File: src/pcrs_pkg.sv
//==============================================================================
// Platform clock ratio strap constants
//==============================================================================
package pcrs_pkg;

    // Strap and ratio widths
    localparam int STRAP_W = 4;
    localparam int RATIO_W = 5;

    // Synchroniser depth ahead of the capture logic
    localparam int SYNC_STAGES = 2;

    // Settle counter width and the count at which the strap is captured
    localparam int              SETTLE_W    = 2;
    localparam logic [1:0]      SETTLE_LAST = 2'h2;

    // Memory bus clock runs at platform rate divided by this
    localparam logic [RATIO_W-1:0] MEM_BUS_DIVIDE = 5'h02;

    // Values after reset
    localparam logic [STRAP_W-1:0] STRAP_RESET = 4'h0;
    localparam logic [RATIO_W-1:0] RATIO_RESET = 5'h00;

    // Ratio code for any reserved strap value
    localparam logic [RATIO_W-1:0] RATIO_NONE = 5'h00;

    // Strap code to platform ratio, indexed by the strap code
    localparam logic [RATIO_W-1:0] RATIO_TABLE [16] = '{
        5'h10, 5'h00, 5'h02, 5'h03, 5'h04, 5'h05, 5'h06, 5'h00,
        5'h08, 5'h09, 5'h0A, 5'h00, 5'h0C, 5'h14, 5'h00, 5'h00
    };

    // Reserved strap codes, one bit per code, bit index equals code
    localparam logic [15:0] STRAP_RESERVED_MASK = 16'hC882;

    // Capture sequencing
    typedef enum logic {
        PCRS_WAIT,
        PCRS_HOLD
    } pcrs_phase_t;

endpackage : pcrs_pkg

File: src/pcrs_sync.sv
`timescale 1ns/100ps
`default_nettype none
//==============================================================================
// Two flip-flop synchroniser for the strap lines
//==============================================================================
module pcrs_sync (
    input  wire logic                         clk,
    input  wire logic                         rst_n,
    input  wire logic [pcrs_pkg::STRAP_W-1:0] d_in,
    output var  logic [pcrs_pkg::STRAP_W-1:0] q_out
);
    import pcrs_pkg::*;

    // Both stages in one state record
    typedef struct packed {
        logic [STRAP_W-1:0] meta;   // First stage, read only by the second
        logic [STRAP_W-1:0] safe;   // Second stage, safe to decode
    } pcrs_sync_state_t;

    pcrs_sync_state_t state_reg;
    pcrs_sync_state_t state_next;

    //==========================================================================
    // Next state
    //==========================================================================
    always_comb begin
        state_next      = state_reg;
        state_next.meta = d_in;
        state_next.safe = state_reg.meta;
    end

    //==========================================================================
    // Registers
    //==========================================================================
    always_ff @(posedge clk or negedge rst_n) begin
        if (!rst_n) begin
            state_reg <= '{meta: STRAP_RESET, safe: STRAP_RESET};
        end else begin
            state_reg <= state_next;
        end
    end

    assign q_out = state_reg.safe;

endmodule : pcrs_sync
`default_nettype wire

File: src/pcrs_top.sv
`timescale 1ns/100ps
`default_nettype none
module pcrs_top (
    input  wire logic                         CLK,
    input  wire logic                         RST_N,
    input  wire logic [pcrs_pkg::STRAP_W-1:0] RATIO_STRAP_LINES,
    input  wire logic                         PLATFORM_TICK,
    output var  logic [pcrs_pkg::STRAP_W-1:0] STRAP_CODE,
    output var  logic [pcrs_pkg::RATIO_W-1:0] PLATFORM_RATIO,
    output var  logic [pcrs_pkg::RATIO_W-1:0] MEM_BUS_DIVIDER,
    output var  logic                         RATIO_VALID,
    output var  logic                         STRAP_INVALID,
    output var  logic                         MEM_BUS_TICK
);
    import pcrs_pkg::*;

    //==========================================================================
    // State record
    //==========================================================================
    typedef struct packed {
        pcrs_phase_t         phase;     // Waiting for strap or holding it
        logic [SETTLE_W-1:0] settle;    // Cycles since reset release
        logic [STRAP_W-1:0]  code;      // Captured strap code
        logic [RATIO_W-1:0]  ratio;     // Platform to reference multiplier
        logic [RATIO_W-1:0]  mem_div;   // Memory bus divider
        logic                valid;     // Captured code is a legal ratio
        logic                invalid;   // Captured code is reserved
        logic                mem_phase; // Odd platform tick seen
        logic                mem_tick;  // Memory bus clock enable
    } pcrs_state_t;

    pcrs_state_t        state_reg;
    pcrs_state_t        state_next;
    logic [STRAP_W-1:0] strap_safe;     // Synchronised strap lines

    //==========================================================================
    // Strap synchroniser; straps come from board pins, not this clock
    //==========================================================================
    pcrs_sync u_sync (
        .clk   (CLK),
        .rst_n (RST_N),
        .d_in  (RATIO_STRAP_LINES),
        .q_out (strap_safe)
    );

    //==========================================================================
    // Next state
    //==========================================================================
    always_comb begin
        state_next          = state_reg;
        state_next.mem_tick = 1'b0;
        unique case (state_reg.phase)
            // Let the synchroniser fill before trusting the strap
            PCRS_WAIT: begin
                if (state_reg.settle == SETTLE_LAST) begin
                    // One-time capture; the table decides the ratio
                    state_next.phase   = PCRS_HOLD;
                    state_next.code    = strap_safe;
                    state_next.ratio   = RATIO_TABLE[strap_safe];
                    state_next.invalid = STRAP_RESERVED_MASK[strap_safe];
                    state_next.valid   = !STRAP_RESERVED_MASK[strap_safe];
                    state_next.mem_div = MEM_BUS_DIVIDE;
                end else begin
                    state_next.settle = state_reg.settle + 2'h1;
                end
            end
            // Strap held until the next reset; later pin changes ignored
            PCRS_HOLD: begin
                // No memory clock from a reserved strap: nothing is safe to run
                if (state_reg.valid && PLATFORM_TICK) begin
                    state_next.mem_phase = !state_reg.mem_phase;
                    state_next.mem_tick  = state_reg.mem_phase;
                end
            end
        endcase
    end

    //==========================================================================
    // Registers
    //==========================================================================
    always_ff @(posedge CLK or negedge RST_N) begin
        if (!RST_N) begin
            state_reg <= '{phase: PCRS_WAIT, settle: '0, code: STRAP_RESET,
                           ratio: RATIO_RESET, mem_div: RATIO_RESET, valid: 1'b0,
                           invalid: 1'b0, mem_phase: 1'b0, mem_tick: 1'b0};
        end else begin
            state_reg <= state_next;
        end
    end

    // Outputs straight from the state flops
    assign STRAP_CODE      = state_reg.code;
    assign PLATFORM_RATIO  = state_reg.ratio;
    assign MEM_BUS_DIVIDER = state_reg.mem_div;
    assign RATIO_VALID     = state_reg.valid;
    assign STRAP_INVALID   = state_reg.invalid;
    assign MEM_BUS_TICK    = state_reg.mem_tick;

    //==========================================================================
    // Checks
    //==========================================================================
    logic [3:0] since_rst;      // Saturating count of cycles since release
    logic [1:0] plat_seen;      // Platform ticks since last memory tick

    always_ff @(posedge CLK or negedge RST_N) begin
        if (!RST_N) begin
            since_rst <= 4'h0;
            plat_seen <= 2'h0;
        end else begin
            if (since_rst != 4'hF) begin
                since_rst <= since_rst + 4'h1;
            end
            if (MEM_BUS_TICK) begin
                plat_seen <= {1'b0, PLATFORM_TICK && RATIO_VALID};
            end else if (PLATFORM_TICK && RATIO_VALID && plat_seen != 2'h3) begin
                plat_seen <= plat_seen + 2'h1;
            end
        end
    end
endmodule : pcrs_top
`default_nettype wire

File: config.mk
export PLATFORM = sky130hd
export DESIGN_NAME = pcrs_top
export DESIGN_NICKNAME = d
export VERILOG_FILES = /design/src/pcrs_pkg.sv /design/src/pcrs_sync.sv /design/src/pcrs_top.sv
export SDC_FILE = /design/constraint.sdc
export NUM_CORES = 1
export LEC_CHECK = 0
export BUFFER_PORTS_ARGS = -buffer_cell sky130_fd_sc_hd__clkbuf_2
export CORE_ASPECT_RATIO = 0.75
export CORE_UTILIZATION = 35
export CTS_BUF_LIST = sky130_fd_sc_hd__clkbuf_16
export CTS_CLUSTER_DIAMETER = 100
export DETAILED_ROUTE_END_ITERATION = 6
export GPL_TIMING_DRIVEN = 0
export PLACE_DENSITY_LB_ADDON = 0.08
export REMOVE_ABC_BUFFERS = 1
export SLEW_MARGIN = 20
export SYNTH_ARGS = -nofsm -noshare
export SYNTH_HDL_FRONTEND = slang
export SYNTH_HIERARCHICAL = 1
export SYNTH_SLANG_ARGS = --single-unit
File: constraint.sdc
create_clock -name CLK -period 1.15 [get_ports CLK]
set_input_delay 0.0575 -clock CLK [delete_from_list [all_inputs] [get_ports CLK]]
set_output_delay 0.0575 -clock CLK [all_outputs]
set_load 0.02 [all_outputs]
==> impl_metrics.env <==
export IMPL_rsz0062_at_grt="yes"
export IMPL_slew_headroom_pct=59.3
export IMPL_r2r_start="u_sync/q_out[2]"
export IMPL_power_leakage_nw=0.668
export IMPL_cts_root_buffer="clkbuf_16"
export IMPL_largest_reg_flops=5
export IMPL_cap_violations=0
export IMPL_hold_depth=3
export IMPL_fin_crit_ns=1.16
export IMPL_clk_pin_slew_ns=0.06
export IMPL_coreArea_sq_um=2720
export IMPL_crit_path_top_delay_cell="dfrtp_2"
export IMPL_ir_drop_mv=0.930
export IMPL_arrival_ns=1.30
export IMPL_start_kind="flop"
export IMPL_crit_path_end_kind="flop"
export IMPL_yosys_area_top_type_share_pct=60.0
export IMPL_row_count=16
export IMPL_min_to="MEM_BUS_TICK"
export IMPL_clockBufferDepth=2
export IMPL_drc=0
export IMPL_detail_route_wl_per_cell_microns=11.3
export IMPL_numCtsBuffers=3
export IMPL_critical_path_class="reg -> reg"
export IMPL_drt_initial_drc_count=45
export IMPL_hold_path_class="in -> reg"
export IMPL_gr_total_overflow=0
export IMPL_syn_inst=95
export IMPL_netlist_area_sq_um=1040
export IMPL_port_buffer_count=19
export IMPL_cts_max_level=1
export IMPL_drt_wl_total_microns=1780
export IMPL_violations="negative setup slack"
export IMPL_grt_first_pass_wirelength_microns=2990
export IMPL_layout_common_cells="21 x dfrtp_1, 19 x clkbuf_2, 18 x nand2_1"
export IMPL_ff2ff_setup_slack_ns=-0.006
export IMPL_pre_cts_slack_ns=-0.261
export IMPL_viasPerCell=4.31
export IMPL_finalHoldViolations=0
export IMPL_slowest_delay_ns=0.42
export IMPL_dp_final_hpwl_microns=1080
export IMPL_tightest_slew_ns=0.611
export IMPL_area_growth_pct=31.4
export IMPL_drive_gt1_share_pct=43.8
export IMPL_ys_warnings_count=6
export IMPL_syn_avg_cell_area_sq_um=11.0
export IMPL_r2r_cells=3
export IMPL_via_count=676
export IMPL_diodes=0
export IMPL_hold_path_startpoint="PLATFORM_TICK"
export IMPL_initial_utilization_pct=38.3
export IMPL_setup_viol=1
export IMPL_fin_skew_ns=0.00221
export IMPL_finalNetCount=130
export IMPL_setup_ws_ns=-0.00648
export IMPL_clock_latency_ns=0.26
export IMPL_utilization_pct=50.4
export IMPL_power_mw=1.99
export IMPL_yosysSeqAreaShare_pct=60.0
export IMPL_final_common_cell="dfrtp_1"
export IMPL_yosysUniqueCellTypes=27
export IMPL_crit_path_cell_trace="maj3_2 -> a211oi_2 -> nor2_1"
export IMPL_grt_start_max_net_pins=26
export IMPL_cts_tree="built"
export IMPL_die_height_microns=49.3
export IMPL_drv_slew=0
export IMPL_cts_sinks=25
export IMPL_max_freq_mhz=865
export IMPL_period_share_pct=101
export IMPL_ios=24
export IMPL_antenna_left=0
export IMPL_cp_max_fo=3
export IMPL_gp_congestion=0.633
export IMPL_synth_area_top_cells="dfrtp_1 60%, buf_4 10%, nand2_1 7.2%"
export IMPL_first_global_vias=627
export IMPL_status="finished, violations left"
export IMPL_r2r_end="STRAP_INVALID"
export IMPL_grt_total_usage_pct=13.2
export IMPL_setup_tns_ns=-0.00648
export IMPL_ys_seq_elements=25
export IMPL_power_density_nw_per_um2=1450
export IMPL_die_area_sq_um=3210
export IMPL_dieWidth_microns=65.1
export IMPL_synth_largest_area_cell="dfrtp_1"
export IMPL_antenna_found_initial=0
export IMPL_fillCellCount=265
export IMPL_drtPass1Iterations=4
export IMPL_cp_required_ns=1.30
-- what timing repair did --
item,4_1_cts,5_1_grt
endpoints found under the hold margin,29,0
pin swaps,4,5
setup endpoints to repair,14,13
hold buffers,5,0
setup buffers,11,3
resized for setup,13,8
-- worst max path at each step --
stage                              to             from  cells past startpoint  slack [ns]
floorplan           PLATFORM_RATIO[1]    state_reg[18]                      5       -0.04
global placement        STRAP_INVALID    state_reg[18]                      5       -0.25
detailed placement      STRAP_INVALID    state_reg[18]                      5       -0.26
CTS                 PLATFORM_RATIO[0]    state_reg[18]                      5       -0.03
global route        PLATFORM_RATIO[3]    state_reg[18]                      5        -0.1
finish                  STRAP_INVALID  u_sync/q_out[2]                      3      -0.006
-- final cells by class --
cell class	count	area (sq um)	area share, %
flip-flops and latches	25	631	46.0
multi-input cells	52	344	25.1
repair buffers	38	262	19.1
clock buffers	3	75.1	5.47
well taps	36	45.0	3.28
clock inverters	1	7.51	0.547
inverters	2	7.51	0.547
-- critical path: cells and delay by family, from the launching register on --
| family | cells | cell delay (ns) |
|---|---|---|
| flops | 1 | 0.42 |
| fa+ha+maj | 1 | 0.33 |
| compound gates | 1 | 0.23 |
| simple gates | 1 | 0.06 |
-- kinds of logic after synthesis --
family / after synthesis / share of synthesized area [%]
fa+ha+maj: 3 / 3.24
other cells: 1 / 0.359
compound gates: 9 / 5.88
flops: 25 / 60.0
simple gates: 33 / 14.5
buf+inv: 21 / 13.5
xor+xnor: 3 / 2.52
-- synthesized netlist by cell type --
| master | count |
|---|---|
| a211oi_2 | 1 |
| a21o_1 | 1 |
| and3_1 | 1 |
| buf_2 | 2 |
| buf_4 | 14 |
| buf_6 | 1 |
| clkbuf_1 | 2 |
| conb_1 | 1 |
| dfrtp_1 | 25 |
| ha_1 | 1 |
| inv_1 | 2 |
| maj3_1 | 1 |
| maj3_2 | 1 |
| nand2_1 | 20 |
| nand2b_1 | 2 |
| nand3_1 | 2 |
| nor2_1 | 4 |
| nor2b_1 | 1 |
| nor3_1 | 1 |
| nor4b_2 | 1 |
| o2111ai_1 | 1 |
| o21ai_0 | 2 |
| o21ai_1 | 3 |
| o31ai_1 | 1 |
| or2_0 | 1 |
| xnor2_1 | 2 |
| xor2_1 | 1 |
-- layer usage --
metal,routed length (microns),track usage [%]
met1,770,15.9
met2,879,20.1
met3,91,5.61
met4,36,6.52
met5,0,0
-- metrics by stage --
stage,cells,hold WS [ns],instance area (sq um)
floorplan,79,-0.238,921
global placement,134,0.0921,1060
detailed placement,134,0.0998,1060
CTS,154,0.0622,1310
global route,157,0.0921,1370
finish,157,0.0668,1370
-- power breakdown --
part           leakage (nW)  switching, mW  total (mW)  internal, mW
registers             0.289         0.0429       0.988         0.945
logic                 0.342          0.131       0.231         0.100
clock network        0.0371          0.300       0.772         0.472
total                 0.668          0.474        1.99          1.52
Note: power is estimated with default switching activity, not from simulation.
